`src/fsc_pkg.sv`:
```
// fsc_pkg: constants and carriers for the synthesizer control block
package fsc_pkg;

    // control codes in word bits 2:0
    localparam logic [2:0] CTL_INT_FRAC = 3'h0;
    localparam logic [2:0] CTL_FRAC_LOW = 3'h1;
    localparam logic [2:0] CTL_REF_DIV  = 3'h2;
    localparam logic [2:0] CTL_FUNC     = 3'h3;
    localparam logic [2:0] CTL_TEST     = 3'h4;

    localparam int WORD_W = 32;
    localparam int CTL_HI = 2;

    // integer/fraction word fields
    localparam int IF_MUX_HI  = 30;
    localparam int IF_MUX_LO  = 27;
    localparam int IF_INT_HI  = 26;
    localparam int IF_INT_LO  = 15;
    localparam int IF_FMSB_HI = 14;
    localparam int IF_FMSB_LO = 3;
    // fraction low word field
    localparam int FL_FLSB_HI = 27;
    localparam int FL_FLSB_LO = 15;
    localparam int FRAC_LSB_W = 13;
    localparam int FRAC_W     = 25;

    // reference divider word fields
    localparam int RD_SLIP   = 28;
    localparam int RD_CPI_HI = 27;
    localparam int RD_CPI_LO = 24;
    localparam int RD_PRESC  = 22;
    localparam int RD_HALF   = 21;
    localparam int RD_DBL    = 20;
    localparam int RD_RC_HI  = 19;
    localparam int RD_RC_LO  = 15;

    // function word fields
    localparam int FN_SD_HOLD = 14;
    localparam int FN_LDP     = 7;
    localparam int FN_POL     = 6;
    localparam int FN_PD      = 5;
    localparam int FN_CP3     = 4;
    localparam int FN_CRST    = 3;

    // lock detect and slip figures
    localparam int LOCK_CYC_LO     = 24;
    localparam int LOCK_CYC_HI     = 40;
    localparam int LOCK_WIN_NS     = 15;
    localparam int CLK_PERIOD_NS   = 20;
    localparam int LOCK_WIN_RAW    = LOCK_WIN_NS / CLK_PERIOD_NS;
    localparam int LOCK_WIN_CYC    = (LOCK_WIN_RAW < 1) ? 1 : LOCK_WIN_RAW;
    localparam int SLIP_CELLS_MAX  = 7;
    localparam int R_DIV_MAX       = 32;

    typedef struct packed {
        logic       slip_reduction_enable;
        logic [3:0] cp_current;
        logic       prescaler_89;
        logic       reference_halving;
        logic       ref_double;
        logic [4:0] r_count;
    } fsc_div_cfg_t;

    typedef struct packed {
        logic sd_reset_hold;
        logic lock_precision_select;
        logic pd_polarity_pos;
        logic power_down;
        logic cp_tristate;
        logic counter_reset;
    } fsc_func_cfg_t;

    localparam fsc_div_cfg_t  DIV_CFG_RESET  = '0;
    localparam fsc_func_cfg_t FUNC_CFG_RESET = '0;

endpackage

```
`src/fsc_control.sv`:
```
// fsc_control: serial word capture, reference path and lock detect
`timescale 1ns/100ps

module fsc_control
    import fsc_pkg::*;
#(
    parameter int SYNC_STAGES = 2
)(
    input  wire logic          clock,
    input  wire logic          rst,
    input  wire logic          sclk_pin,
    input  wire logic          sdata_pin,
    input  wire logic          latch_strobe_pin,
    input  wire logic          ref_in_pin,
    input  wire logic          feedback_input,
    output fsc_div_cfg_t       div_cfg,
    output fsc_func_cfg_t      func_cfg,
    output logic [3:0]         mux_select,
    output logic [11:0]        int_value,
    output logic [FRAC_W-1:0]  frac_value,
    output logic [WORD_W-1:0]  test_word,
    output logic               sd_reset,
    output logic               pfd_ref,
    output logic               counter_load,
    output logic               cp_hiz,
    output logic               lock_detect,
    output logic [2:0]         slip_cells
);

    localparam int NPIN = 5;
    if (SYNC_STAGES != 2)
        $error("fsc_control: SYNC_STAGES must be 2");

    // two-flop synchronisers; stage 0 feeds only stage 1
    logic [NPIN-1:0] pin_raw;
    logic [NPIN-1:0] sync0_q;
    logic [NPIN-1:0] sync1_q;
    logic [NPIN-1:0] prev_q;

    assign pin_raw = {feedback_input, ref_in_pin, latch_strobe_pin, sdata_pin, sclk_pin};

    logic sclk_rise;
    logic sdata_s;
    logic lat_rise;
    logic ref_rise;
    logic ref_fall;
    logic fb_rise;

    // serial clock must stay well below clock/4 to be seen here
    assign sclk_rise = sync1_q[0] & ~prev_q[0];
    assign sdata_s   = sync1_q[1];
    assign lat_rise  = sync1_q[2] & ~prev_q[2];
    assign ref_rise  = sync1_q[3] & ~prev_q[3];
    assign ref_fall  = ~sync1_q[3] & prev_q[3];
    assign fb_rise   = sync1_q[4] & ~prev_q[4];

    logic [WORD_W-1:0]     shift_q, shift_d;
    fsc_div_cfg_t          div_sh_q, div_sh_d, div_act_q, div_act_d;
    fsc_func_cfg_t         func_sh_q, func_sh_d, func_act_q, func_act_d;
    logic [3:0]            mux_q, mux_d;
    logic [11:0]           int_q, int_d;
    logic [11:0]           fmsb_q, fmsb_d;
    logic [FRAC_LSB_W-1:0] flsb_q, flsb_d;
    logic [WORD_W-1:0]     test_q, test_d;
    logic                  sdrst_q, sdrst_d;
    logic [5:0]            rcnt_q, rcnt_d;
    logic                  half_q, half_d;
    logic                  pfd_q, pfd_d;
    logic [3:0]            since_fb_q, since_fb_d;
    logic [3:0]            pend_q, pend_d;
    logic [5:0]            lock_cnt_q, lock_cnt_d;
    logic                  lock_q, lock_d;
    logic [2:0]            slip_q, slip_d;
    logic       ref_act;
    logic       r_tick;
    logic       pfd_tick;
    logic       hold;
    logic       apply;
    logic       good_cyc;
    logic       bad_cyc;
    logic [5:0] r_div;
    logic [5:0] lock_need;
    logic       fb_near;
    function automatic logic [5:0] div_ratio(input logic [4:0] code);
        div_ratio = (code == 5'h00) ? 6'(R_DIV_MAX) : {1'b0, code};
    endfunction

    always_comb
    begin
        shift_d    = shift_q;
        div_sh_d   = div_sh_q;
        func_sh_d  = func_sh_q;
        mux_d      = mux_q;
        int_d      = int_q;
        fmsb_d     = fmsb_q;
        flsb_d     = flsb_q;
        test_d     = test_q;
        sdrst_d    = 1'b0;
        if (sclk_rise)
            shift_d = {shift_q[WORD_W-2:0], sdata_s};
        if (lat_rise)
        begin
            unique case (shift_q[CTL_HI:0])
                CTL_INT_FRAC:
                begin
                    mux_d   = shift_q[IF_MUX_HI:IF_MUX_LO];
                    int_d   = shift_q[IF_INT_HI:IF_INT_LO];
                    fmsb_d  = shift_q[IF_FMSB_HI:IF_FMSB_LO];
                    sdrst_d = ~func_sh_q.sd_reset_hold;
                end
                CTL_FRAC_LOW:
                    flsb_d = shift_q[FL_FLSB_HI:FL_FLSB_LO];
                CTL_REF_DIV:
                begin
                    div_sh_d.slip_reduction_enable = shift_q[RD_SLIP];
                    div_sh_d.cp_current        = shift_q[RD_CPI_HI:RD_CPI_LO];
                    div_sh_d.prescaler_89      = shift_q[RD_PRESC];
                    div_sh_d.reference_halving = shift_q[RD_HALF];
                    div_sh_d.ref_double        = shift_q[RD_DBL];
                    div_sh_d.r_count           = shift_q[RD_RC_HI:RD_RC_LO];
                end
                CTL_FUNC:
                begin
                    func_sh_d.sd_reset_hold         = shift_q[FN_SD_HOLD];
                    func_sh_d.lock_precision_select = shift_q[FN_LDP];
                    func_sh_d.pd_polarity_pos       = shift_q[FN_POL];
                    func_sh_d.power_down            = shift_q[FN_PD];
                    func_sh_d.cp_tristate           = shift_q[FN_CP3];
                    func_sh_d.counter_reset         = shift_q[FN_CRST];
                end
                CTL_TEST:
                    test_d = shift_q;
                default:
                    shift_d = shift_d;
            endcase
        end
    end

    // reference path
    assign hold     = func_act_q.power_down | func_act_q.counter_reset;
    assign ref_act  = div_act_q.ref_double ? (ref_rise | ref_fall) : ref_fall;
    assign r_div    = div_ratio(div_act_q.r_count);
    assign r_tick   = ~hold & ref_act & (rcnt_q == r_div - 6'h01);
    assign pfd_tick = r_tick & (~div_act_q.reference_halving | ~half_q);
    // power-down and counter reset must not wait for a reference edge that never comes
    assign apply    = pfd_tick | hold | func_sh_q.power_down | func_sh_q.counter_reset;

    always_comb
    begin
        div_act_d  = apply ? div_sh_q : div_act_q;
        func_act_d = apply ? func_sh_q : func_act_q;
        rcnt_d     = rcnt_q;
        half_d     = half_q;
        pfd_d      = pfd_tick;
        if (hold)
        begin
            rcnt_d = 6'h00;
            half_d = 1'b0;
            pfd_d  = 1'b0;
        end
        else if (ref_act)
        begin
            rcnt_d = r_tick ? 6'h00 : rcnt_q + 6'h01;
            if (r_tick)
                half_d = div_act_q.reference_halving & ~half_q;
        end
    end

    // lock detect and slip cells
    assign lock_need = func_act_q.lock_precision_select ? 6'(LOCK_CYC_HI) : 6'(LOCK_CYC_LO);
    // feedback in the tick's own cycle counts too, else aligned edges never lock
    assign fb_near   = fb_rise | (since_fb_q < 4'(LOCK_WIN_CYC));
    assign good_cyc  = (pfd_tick & fb_near) | ((pend_q != 4'h0) & fb_rise);
    assign bad_cyc   = (pend_q == 4'h1) & ~fb_rise;

    always_comb
    begin
        since_fb_d = fb_rise ? 4'h0 : ((since_fb_q == 4'hF) ? since_fb_q : since_fb_q + 4'h1);
        pend_d     = (pend_q != 4'h0) ? (fb_rise ? 4'h0 : pend_q - 4'h1) : pend_q;
        lock_cnt_d = lock_cnt_q;
        lock_d     = lock_q;
        slip_d     = slip_q;
        if (pfd_tick && !fb_near)
            pend_d = 4'(LOCK_WIN_CYC);
        if (good_cyc)
        begin
            if (lock_cnt_q < lock_need)
                lock_cnt_d = lock_cnt_q + 6'h01;
            lock_d = (lock_cnt_q + 6'h01 >= lock_need);
            if (slip_q != 3'h0)
                slip_d = slip_q - 3'h1;
        end
        else if (bad_cyc)
        begin
            lock_cnt_d = 6'h00;
            lock_d     = 1'b0;
            if (div_act_q.slip_reduction_enable && slip_q < 3'(SLIP_CELLS_MAX))
                slip_d = slip_q + 3'h1;
        end
        if (hold)
        begin
            pend_d     = 4'h0;
            lock_cnt_d = 6'h00;
            lock_d     = 1'b0;
            slip_d     = 3'h0;
        end
        if (!div_act_q.slip_reduction_enable)
            slip_d = 3'h0;
    end

    // configuration is cleared only by rst; power-down leaves it intact
    always_ff @(posedge clock or posedge rst)
    begin
        if (rst)
        begin
            sync0_q    <= '0;
            sync1_q    <= '0;
            prev_q     <= '0;
            shift_q    <= '0;
            div_sh_q   <= DIV_CFG_RESET;
            func_sh_q  <= FUNC_CFG_RESET;
            div_act_q  <= DIV_CFG_RESET;
            func_act_q <= FUNC_CFG_RESET;
            mux_q      <= 4'h0;
            int_q      <= 12'h000;
            fmsb_q     <= 12'h000;
            flsb_q     <= '0;
            test_q     <= '0;
            sdrst_q    <= 1'b0;
            rcnt_q     <= 6'h00;
            half_q     <= 1'b0;
            pfd_q      <= 1'b0;
            since_fb_q <= 4'hF;
            pend_q     <= 4'h0;
            lock_cnt_q <= 6'h00;
            lock_q     <= 1'b0;
            slip_q     <= 3'h0;
        end
        else
        begin
            sync0_q    <= pin_raw;
            sync1_q    <= sync0_q;
            prev_q     <= sync1_q;
            shift_q    <= shift_d;
            div_sh_q   <= div_sh_d;
            func_sh_q  <= func_sh_d;
            div_act_q  <= div_act_d;
            func_act_q <= func_act_d;
            mux_q      <= mux_d;
            int_q      <= int_d;
            fmsb_q     <= fmsb_d;
            flsb_q     <= flsb_d;
            test_q     <= test_d;
            sdrst_q    <= sdrst_d;
            rcnt_q     <= rcnt_d;
            half_q     <= half_d;
            pfd_q      <= pfd_d;
            since_fb_q <= since_fb_d;
            pend_q     <= pend_d;
            lock_cnt_q <= lock_cnt_d;
            lock_q     <= lock_d;
            slip_q     <= slip_d;
        end
    end

    assign div_cfg      = div_act_q;
    assign func_cfg     = func_act_q;
    assign mux_select   = mux_q;
    assign int_value    = int_q;
    assign frac_value   = {fmsb_q, flsb_q};
    assign test_word    = test_q;
    assign sd_reset     = sdrst_q;
    assign pfd_ref      = pfd_q;
    assign counter_load = hold;
    assign cp_hiz       = func_act_q.power_down | func_act_q.cp_tristate;
    assign lock_detect  = lock_q;
    assign slip_cells   = slip_q;
endmodule // fsc_control

```
`config.mk`:
```
export PLATFORM = sky130hd
export DESIGN_NAME = fsc_control
export DESIGN_NICKNAME = d
export VERILOG_FILES = /design/src/fsc_pkg.sv /design/src/fsc_control.sv
export SDC_FILE = /design/constraint.sdc
export NUM_CORES = 1
export LEC_CHECK = 0
export ABC_AREA = 1
export BUFFER_PORTS_ARGS = -buffer_cell sky130_fd_sc_hd__buf_2
export CELL_PAD_IN_SITES_DETAIL_PLACEMENT = 0
export CELL_PAD_IN_SITES_GLOBAL_PLACEMENT = 1
export CORE_MARGIN = 4
export CORE_UTILIZATION = 44
export CTS_CLUSTER_SIZE = 16
export DETAILED_ROUTE_END_ITERATION = 10
export HOLD_SLACK_MARGIN = 0.08
export PLACE_DENSITY_LB_ADDON = 0.1
export SLEW_MARGIN = 20
export SYNTH_ARGS = -nofsm -noshare
export SYNTH_HDL_FRONTEND = slang
export SYNTH_SLANG_ARGS = --single-unit
```
`constraint.sdc`:
```
create_clock -name clock -period 7.1 [get_ports clock]
set_clock_uncertainty 0.15 [all_clocks]
set_input_delay 1.42 -clock clock [delete_from_list [all_inputs] [get_ports clock]]
set_output_delay 1.42 -clock clock [all_outputs]
set_load 0.02 [all_outputs]
```
## Yosys cells after proc, flatten, opt, wreduce, memory -nomap -nowiden

Cells that the tools add are included.

- Register bits after elaboration: 185
- Bits in latches: 0
- Memory bits (writable): 0
- Bits in read-only memories: 0
- Output and inout bits: 100
- Memories kept: 0

- $add $sub $neg: 7
- Multiply operators: 0
- Divide/modulo/power cells: 0
- Magnitude comparators: 4
- Eq/ne operators: 12
- Shifts and indexed selects: 0
- Mux-type cells: 31
- Bitwise operators: 31
- Reduce and logical (&&, ||, !) cells: 19

Operator list:

| cell | count |
|---|---|
| 2-to-1 mux 6 bit | 9 |
| 2-to-1 mux 4 bit | 6 |
| 2-to-1 mux 3 bit | 6 |
| AND reduction 2 bit | 7 |
| adder 6 x 1 -> 6 bit (second input constant) | 2 |
| bitwise AND 1 bit | 12 |
| 2-to-1 mux 1 bit | 10 |
| NOT 1 bit | 10 |
| bitwise OR 1 bit | 9 |
| nonzero test 3 bit | 3 |
| != test 4 x 1 -> 1 bit (second input constant) | 2 |
| == test 3 x 2 -> 1 bit (second input constant) | 2 |
| == test 6 bit | 1 |
| greater-or-equal comparator 6 bit | 1 |
| < comparator 6 bit | 1 |
| subtractor 6 x 1 -> 6 bit (second input constant) | 1 |
| zero test 5 bit | 1 |
| adder 4 x 1 -> 4 bit (second input constant) | 1 |
| == test 4 x 1 -> 1 bit (second input constant) | 1 |
| == test 4 bit (second input constant) | 1 |
| < comparator 4 x 1 -> 1 bit (second input constant) | 1 |
| != test 4 x 3 -> 1 bit (second input constant) | 1 |
| nonzero test 2 bit | 2 |
| nonzero test 4 bit | 1 |
| other kinds (12) | 13 |

## Depth between registers and ports, before layout

Gate-level depths: netlist of the first run.

- Depth after elaboration: 12
- Mapped depth: 17
- Depth with buffers taken out: 17

## Least setup slack after synthesis of the first run

OpenSTA, ideal clock, no wires.

- Path kind: reg2out
- From: reg func_act_q (netlist bit func_cfg[0])
- To: out counter_load
- Arrival: 863 ps
- Required time: 5530 ps
- Setup slack: 4667 ps
- Stages on the path, launching flop included: 4
- Path buffers: 1
- Cells stage by stage: dfrtp_1 nor2_1 buf_4 inv_2

- Longest elaborated chain between the ends: 1

RTL lines:

| item | line | source |
|---|---|---|
| start: declaration | fsc_control.sv:59 | `fsc_func_cfg_t func_sh_q, func_sh_d, func_act_q, func_act_d;` |
| start signal: assignment | fsc_control.sv:248 | `func_act_q <= func_act_d;` |
| bitwise OR 1 bit | fsc_control.sv:140 | `assign hold = func_act_q.power_down \| func_act_q.counter_reset;` |
| end: declaration | fsc_control.sv:24 | `output logic counter_load,` |

Every way passes these cells.

## Final worst setup path of the first run

- From: reg func_act_q (netlist bit func_cfg[2])
- To: out counter_load

Same word-level chain as after synthesis.

==> results.md, run 1 <==
* Async SR Flop Fraction at 100%
* Worst Path Arrival at about 1400 ps
* Starting Density at between 40% and 50%
* Fmax at about 0.33 GHz
* Core Util, Final at between 50 and 60%
* Max_cap viols at 0
* Final worst setup slack at roughly 4100 ps
* Slew margin rel. at 33.3%
* Core area at 16500 um2
* Routed wire length at around 16 mm
* Final nets at between 800 and 900
* Hold Crit Class: reg2reg
* Total die area at ~19000 um2
* Worst reg2reg setup slack at about 4600 ps
* WP data required at 5530 ps
* TritonRoute pass-1 iters at 5
* Worst-margin pin slew at approximately 1000 ps
* Crit Path Category: reg2out
* Routability cong. at slightly below 0.8
* Largest net degree at the start of global routing at 125
* DR DRC count at 0
* CTS Root Cell: clkbuf_16
* Number of distinct library cells after synthesis at 36
* Max Root-Sink Buffers at 2
* Synth Flop Type: dfrtp_1
* Net count after synthesis at around 780
* First-pass GRT wire length at around 26 mm
* Top Ports at around 110
* Share of cells above drive strength 1 at between 20% and 30%
* WL per Instance at between 10 and 15 um
* DR vias/cell at between 4 and 5
* Synth area leader: dfrtp_1
* #FFs+latches synth at between 150 and 200
* Syn_area_per_cell at slightly below 10 um2
* DRT iter0 DRCs at roughly 350
* Post-route ant nets at 0
* Post-cts resize count at 0
* Vias at ~5300
* Max FO, Critical Path at 11
* Yosys warns at 0
* Pwr Density at roughly 320 nW/um2
* Post-route setup TNS at 0 ps
* Post-synth EDFFs at 0
* Synth top area share at between 60% and 70%
* Die Span Y at approximately 140 um
* Sequential fraction of the synthesis area at 62.6%
* PnR Total Power at 2.73 mW
* Port Buffers at approximately 110
* Post-detail-place hpwl at 10.9 mm
* Post-CTS Hold Buffers at 0
* Setup crit end kind: primary output
* Cells on worst reg2reg path at 13
* Final period utilization at between 40 and 50%
* Outcome: complete, no violations
* Clock sinks at 184
* H-tree lvl count at 4
* Cell Rows at 47
* Initial antenna violation count at 0
* Leakage at ~4.4 nW
* Clock Latency Late Sink at 420 ps
* Top cells by area, synth: dfrtp_1 61%, nand2_1 9.6%, o21ai_0 9.1%, inv_1 3.8%, ha_1 2.4%
* All-Layer GR Usage at approximately 18%
* Peak supply drop at ~0.00022 V
* Final setup fails at 0
* Final min period at 2990 ps
* Post-CTS Setup Bufs at 0
* Synth-to-Final Area Change at 17.4%
* Min-Delay Endpoint: sync1_q[4]
* HP Start: sync0_q[4]
* Vias in the first global route at around 5300
* Top-count cell post-synth: nand2_1
* Total CTS buffers at 17
* Reg2reg end: slip_cells[1]
* Critical Path Start Type: flip-flop
* Pins Over Slew Limit at 0
* N_diodes at 0
* Pre-CTS WS at just under 4000 ps
* Fin area at between 8000 and 9000 um2
* RSZ-0062 raised after global routing: false
* Synthesized area at around 7400 um2
* DP Area at approximately 8100 um2
* Die W at approximately 140 um
* TritonCTS clock tree: yes
* Grt ovf at 0
* R2r startpoint: div_cfg[1]
* Hold Path Stages at 0
* Post-synth top cells: 188 x nand2_1, 180 x dfrtp_1, 134 x o21ai_0
* Clk slew on worst S/H paths at about 70 ps
* Number of cells produced by synthesis at roughly 750
* Final Hold Fails at 0
-- cell type report --
| type | instances | area [um2] |
|---|---|---|
| clock buffers | 17 | 425 |
| fillers | 1512 | 7880 |
| multi-input cells | 462 | 2350 |
| clock inverters | 15 | 130 |
| inverters | 80 | 313 |
| flip-flops and latches | 184 | 4610 |
| well taps | 220 | 275 |
| repair buffers | 108 | 546 |
-- state kept, by name, summed over array words and instances (netlist names), 6 cells and up --
name,cells
div_sh_q,13
func_sh_q,6
flsb_q,13
div_cfg,13
shift_q,32
fmsb_q,12
lock_cnt_q,6
test_word,32
rcnt_q,6
func_cfg,6
int_value,12
-- per-layer routing --
metal	wire, um	track usage, %
met2	7020	25.8
met5	0	0
met1	7600	25.2
met3	911	5.00
met4	204	5.76
-- worst max-delay path: stages (launching register included) --
cell     delay [ps]
dfrtp_1         400
nor2_1          100
buf_4           210
inv_2           120
buf_2           180
-- worst max path at each step --
stage	from	end	slack, ps	cells after the start
final	func_cfg[2]	counter_load	4110	4
after global routing	func_cfg[2]	counter_load	4040	4
after CTS	func_cfg[2]	counter_load	4090	4
after detailed placement	rst	div_cfg[12]	3910	3
after global placement	rst	func_cfg[3]	3950	3
after floorplan	rst	div_cfg[0]	540	1
-- cell families after synthesis --
group | after synthesis | synth area share (%)
AO/OA/AOI/OAI | 162 | 11.4
multiplexers | 9 | 1.38
XOR/XNOR | 8 | 0.951
adder cells (fa/ha/maj) | 15 | 2.65
AND/OR/NAND/NOR | 268 | 15.3
buffers and inverters | 108 | 5.69
flip-flops | 184 | 62.6
-- metrics by stage --
stage | hold WS, ps | instances
after floorplan | 181 | 754
after global placement | 188 | 1054
after detailed placement | 188 | 1054
after CTS | 204 | 1086
after global routing | 211 | 1086
final | 201 | 1086
-- layout by cell type (no fill, tap or decap), types with 3 or more instances in the layout --
cell,Yosys,final
buf_2,1,106
nand2_1,188,186
inv_6,0,7
clkbuf_16,0,17
nand2_4,3,3
ha_1,14,14
inv_8,0,3
xor2_1,6,6
clkinv_4,1,4
inv_1,74,73
mux2_2,5,5
nand2_2,3,5
mux2_1,4,4
a21oi_1,5,5
dfrtp_1,180,180
nand3_1,31,30
dfstp_2,4,4
nor3_1,6,6
inv_2,5,5
o21ai_0,134,134
nor2_1,27,27
o21ai_1,13,13
-- where the power goes --
part	switching [mW]	internal, mW
clock	0.431	0.462
sequential	0.0854	1.18
combinational	0.397	0.180
total	0.913	1.82
(Power assumes the default switching activity.)
==> run 2: changes to the inputs <==
==> constraint.sdc (replaced) <==
create_clock -name clock -period 2.8 [get_ports clock]
set_clock_uncertainty 0.15 [all_clocks]
set_input_delay 0.56 -clock clock [delete_from_list [all_inputs] [get_ports clock]]
set_output_delay 0.56 -clock clock [all_outputs]
set_load 0.02 [all_outputs]
==> results.md, run 2 (synthesis gave the netlist of run 1 again) <==
* Final min period at 2460 ps
* Total die area at 18900 um2 (unchanged)
* Crit path top cell by count: nand2_1
* Vias in the first global route at 5178 (-2.0%)
* DR vias/cell at 4.90 (about the same)
* Max Root-Sink Buffers at 2 (unchanged)
* Final Hold Fails at 0 (unchanged)
* Setup crit end kind: flip-flop
* Hold Crit Class: reg2reg
* Clock Latency Late Sink at 430 ps (about the same)
* WP data required at 3000 ps (-2530 ps)
* Final setup fails at 0 (unchanged)
* Pins Over Slew Limit at 0 (unchanged)
* Cell Rows at 47 (unchanged)
* Worst path slowest cell: fa_1
* Routed wire length at 16.1 mm (+2.6%)
* Post-CTS Hold Buffers at 6 (+6)
* Outcome: complete, no violations
* WL per Instance at 14.7 um (+1.2%)
* DR DRC count at 0 (unchanged)
* Final Non-Filler Cells at 1101 (+1.4%)
* Filler Cell Count at 1537 (+1.7%)
* Max FO, Critical Path at 7 (-4)
* Most frequent cells in the layout: 186 x nand2_1, 180 x dfrtp_1, 134 x o21ai_0
* TritonCTS clock tree: yes
* Routability cong. at 0.840 (+5.8%)
* Commonest non-fill, non-tap cell in the layout: nand2_1
* Max_cap viols at 0 (unchanged)
* Core area at 16500 um2 (unchanged)
* Worst Path Arrival at 2670 ps (+1250 ps)
* First-pass GRT wire length at 26.5 mm (+0.84%)
* N_diodes at 0 (unchanged)
* Post-route ant nets at 0 (unchanged)
* Post-CTS Setup Bufs at 0 (unchanged)
* Critical Path Start Type: flip-flop
* Total CTS buffers at 17 (unchanged)
* Final period utilization at about 88%
* Die W at 137 um (unchanged)
* Slew margin rel. at 35.6% (+2.3 points)
* Die Span Y at 137 um (unchanged)
* PnR Total Power at 7.07 mW (+160%)
* Starting Density at 44.6% (unchanged)
* TritonRoute pass-1 iters at 5 (unchanged)
* Pwr Density at 800 nW/um2 (+150%)
* Grt ovf at 0 (unchanged)
* Peak supply drop at 0.000471 V (+110%)
* Worst path cell trace: inv_2 > ha_1 > inv_1 > nand2_1 > nand2_1 > nor2_2 > nand2_2 > nor2_4 > nand3_4 > nand2_4 > nand2_4 > fa_1 > nor3_1 > nand2_1 > o21ai_1
* Max incr delay on CP at 430 ps (+30 ps)
* Crit Path Category: reg2reg
* Post-cts resize count at 0 (unchanged)
* Final nets at 890 (+1.7%)
* Port Buffers at 106 (unchanged)
* Initial antenna violation count at 0 (unchanged)
* Top Ports at 107 (unchanged)
* Worst-margin pin slew at 963 ps (-34.4 ps)
* Placed cell count at 1063 (+0.85%)
* Synth-to-Final Area Change at 19.9%
* RSZ-0062 raised after global routing: false
* DRT iter0 DRCs at 409 (+16%)
* Worst path bufs/invs at 2 (-1)
* Delay-heaviest family, CP: simple AND/OR/NAND/NOR gates
* Final hold slack at 205 ps (+3.79 ps)
* Multi-input gate area at 2350 um2 (unchanged)
* Leakage at 4.46 nW (+2.1%)
* Reg area at 4610 um2 (unchanged)
* Clock sinks at 184 (unchanged)
* Post-detail-place hpwl at 11.5 mm (+5.6%)
* CTS Root Cell: clkbuf_16
* Share of cells above drive strength 1 at 20.7% (+0.57 points)
* All-Layer GR Usage at 17.9% (+0.37 points)
* H-tree lvl count at 4 (unchanged)
* Fmax at slightly above 0.4 GHz
* Clk slew on worst S/H paths at 70 ps (about the same)
* Largest net degree at the start of global routing at 65 (-48%)
* Vias at 5390 (+1.4%)
==> run 2: cell type report <==
type	instances	area share (%)
inverter	80	3.50
timing repair buffer	123	8.04
clock buffer	18	4.86
multi-input combinational	462	26.6
sequential	184	52.2
clock inverter	14	1.74
tap	220	3.11
==> run 2: metal layers <==
metal	up-vias	global-route usage (%)	share of wire, %
met5	-	0	0
met4	0	5.54	0.93
met3	13	4.86	5.5
met2	114	27.6	47
met1	2608	24.9	46
li1	2655	-	-
==> run 2: through the flow <==
| stage | area, um2 | setup TNS [ps] | util (%) | worst slack, ps |
|---|---|---|---|---|
| detailed placement | 8190 | 0 | 49.6 | 341 |
| CTS | 8840 | 0 | 53.5 | 324 |
| finish | 8840 | 0 | 53.5 | 338 |
| floorplan | 7370 | -48830 | - | -271 |
| global placement | 8190 | 0 | 49.6 | 415 |
| global route | 8840 | 0 | 53.5 | 134 |
==> run 2: power breakdown <==
group	switching, mW	leakage (nW)	internal (mW)
Combinational	0.997	1.70	0.486
Clock	1.11	0.288	1.27
Sequential	0.224	2.48	2.99
Total	2.33	4.46	4.75
==> run 2: worst paths after layout <==
check                           startpoint       endpoint  slack [ps]  cells past startpoint
max in group asynchronous              rst    div_sh_q[6]        1370                      4
worst min-delay path            sync0_q[4]     sync1_q[4]         210                      0
min in group asynchronous              rst   test_word[0]         500                      3
worst min register to register  sync0_q[4]     sync1_q[4]         210                      0
worst max-delay path            div_cfg[0]  slip_cells[1]         340                     15
worst max register to register  div_cfg[0]  slip_cells[1]         340                     15
==> run 3: changes to the inputs <==
--- a/config.mk
+++ b/config.mk
@@ -9,6 +9,7 @@
 export BUFFER_PORTS_ARGS = -buffer_cell sky130_fd_sc_hd__buf_2
 export CELL_PAD_IN_SITES_DETAIL_PLACEMENT = 0
 export CELL_PAD_IN_SITES_GLOBAL_PLACEMENT = 1
+export CORE_ASPECT_RATIO = 1.4
 export CORE_MARGIN = 4
 export CORE_UTILIZATION = 44
 export CTS_CLUSTER_SIZE = 16
==> results.md, run 3 (synthesis gave the netlist of run 1 again) <==
* DRT iter0 DRCs at 362 (-11%)
* Setup crit end kind: flip-flop
* Final period utilization at 89.1% (+1.2 points)
* Final nets at 888 (-0.22%)
* Commonest non-fill, non-tap cell in the layout: nand2_1
* Post-route ant nets at 0 (unchanged)
* Post-CTS Setup Bufs at 0 (unchanged)
* WP data required at 3020 ps (+20 ps)
* Clk slew on worst S/H paths at 70 ps (about the same)
* Core area at 16300 um2 (-1.3%)
* Clock Latency Late Sink at 430 ps (about the same)
* Vias in the first global route at 5248 (+1.4%)
* DR vias/cell at 4.92 (+0.50%)
* Final Hold Fails at 0 (unchanged)
* Worst reg2reg setup slack at 300 ps (-30 ps)
* Core Util, Final at 54.1% (+0.59 points)
* Pwr Density at 807 nW/um2 (+0.86%)
* Hold Crit Class: reg2reg
* Synth-to-Final Area Change at 19.7%
* Crit Path Category: reg2reg
* Worst-margin pin slew at 973 ps (+9.98 ps)
* CTS Root Cell: clkbuf_16
* Die W at 117 um (-15%)
* Worst Path Arrival at 2710 ps (+40 ps)
* Final min period at 2500 ps (+33.0 ps)
* All-Layer GR Usage at 17.6% (-0.29 points)
* Max_cap viols at 0 (unchanged)
* Cell Rows at 55 (+17%)
* Leakage at 4.46 nW (about the same)
* Port Buffers at 106 (unchanged)
* Vias at 5299 (-1.7%)
* Critical Path Start Type: flip-flop
* Share of cells above drive strength 1 at 20.5% (-0.16 points)
* Max Root-Sink Buffers at 2 (unchanged)
* Top Ports at 107 (unchanged)
* First-pass GRT wire length at 27.0 mm (+1.8%)
* DP Area at 8150 um2 (-0.50%)
* Outcome: complete, no violations
* Slew margin rel. at 34.9% (-0.67 points)
* Post-detail-place hpwl at 11.3 mm (-1.6%)
* Hold Path Stages at 0 (unchanged)
* H-tree lvl count at 4 (unchanged)
* Grt ovf at 0 (unchanged)
* Fin area at 8820 um2 (-0.21%)
* Peak supply drop at 0.000352 V (-25%)
* Pins Over Slew Limit at 0 (unchanged)
* DR DRC count at 0 (unchanged)
* N_diodes at 0 (unchanged)
* Routed wire length at 15.9 mm (-1.6%)
* Final setup fails at 0 (unchanged)
* Starting Density at 45.2% (+0.59 points)
* Routability cong. at 0.821 (-2.3%)
* RSZ-0062 raised after global routing: false
* TritonCTS clock tree: yes
* WL per Instance at 14.7 um (+0.58%)
* Initial antenna violation count at 0 (unchanged)
* Total CTS buffers at 17 (unchanged)
* Fmax at 0.401 GHz (-1.3%)
* Cells on worst reg2reg path at 15 (unchanged)
* Clock sinks at 184 (unchanged)
* Total die area at 18900 um2 (+0.16%)
* Max FO, Critical Path at 7 (unchanged)
* Post-route setup TNS at 0 ps (unchanged)
* Most frequent cells in the layout: 186 x nand2_1, 180 x dfrtp_1, 134 x o21ai_0
* Largest net degree at the start of global routing at 76 (+17%)
* Die Span Y at 161 um (+17%)
* TritonRoute pass-1 iters at 5 (unchanged)
## run 3: changes by cell type in the layout (fill, tap and decap cells not counted), sizes merged
cell      delta
bufinv       +1
clkinvlp     +2
clkinv       -2
clkbuf       +2
inv          -4
buf          -2
## run 3: worst paths after layout
kind                            endpoint       start
max in group asynchronous     sync1_q[2]         rst
hold reg to reg               sync1_q[4]  sync0_q[4]
setup reg to reg           slip_cells[2]  div_cfg[0]
hold / removal                sync1_q[4]  sync0_q[4]
setup / recovery           slip_cells[2]  div_cfg[0]
min in group asynchronous  test_word[30]         rst
## run 3: layer usage
layer / share of wire, % / vias up / GRT usage, %
met3: 5.1 / 21 / 4.52
li1: - / 2648 / -
met4: 1.6 / 0 / 6.88
met5: 0 / - / 0
met2: 49 / 118 / 28.0
met1: 45 / 2512 / 23.4
## run 3: power breakdown
group	switching (mW)	internal (mW)	leakage (nW)
clock	1.03	1.40	0.292
combinational	0.993	0.484	1.69
sequential	0.216	2.99	2.48
total	2.24	4.88	4.46
## run 3: layout make-up
cell class / count / area (um2)
Tap cell: 199 / 249
Multi-Input combinational cell: 462 / 2350
Clock inverter: 11 / 139
Fill cell: 1476 / 7490
Clock buffer: 20 / 467
Inverter: 80 / 309
Timing Repair Buffer: 121 / 696
Sequential cell: 184 / 4610
## run 3: per-stage QoR
step	setup slack [ps]	instances	hold slack [ps]	power (mW)
final	305	1077	198	7.12
after global routing	131	1077	224	7.54
after CTS	303	1077	197	7.22
after detailed placement	336	1040	188	4.76
after global placement	389	1040	185	4.71
after floorplan	-271	754	181	4.28
## run 3: timing repair
item,4_1_cts,5_1_grt
hold buffers,6,0
hold endpoints to repair,14,0
gates resized for setup,0,0
endpoints found under the setup margin,0,0
## run 3: worst max-delay path, stage by stage (launching register included)
cell and delay, ps:
dfrtp_1 420, inv_2 100, ha_1 210, nand2_1 90, nor2_1 110, nand2_1 90
a21oi_2 200, nand3_4 130, nand2_4 90, nand2_4 80, fa_1 420, inv_1 80
nand3_1 70, nand2_1 70, nand3_1 70, nand2_1 70
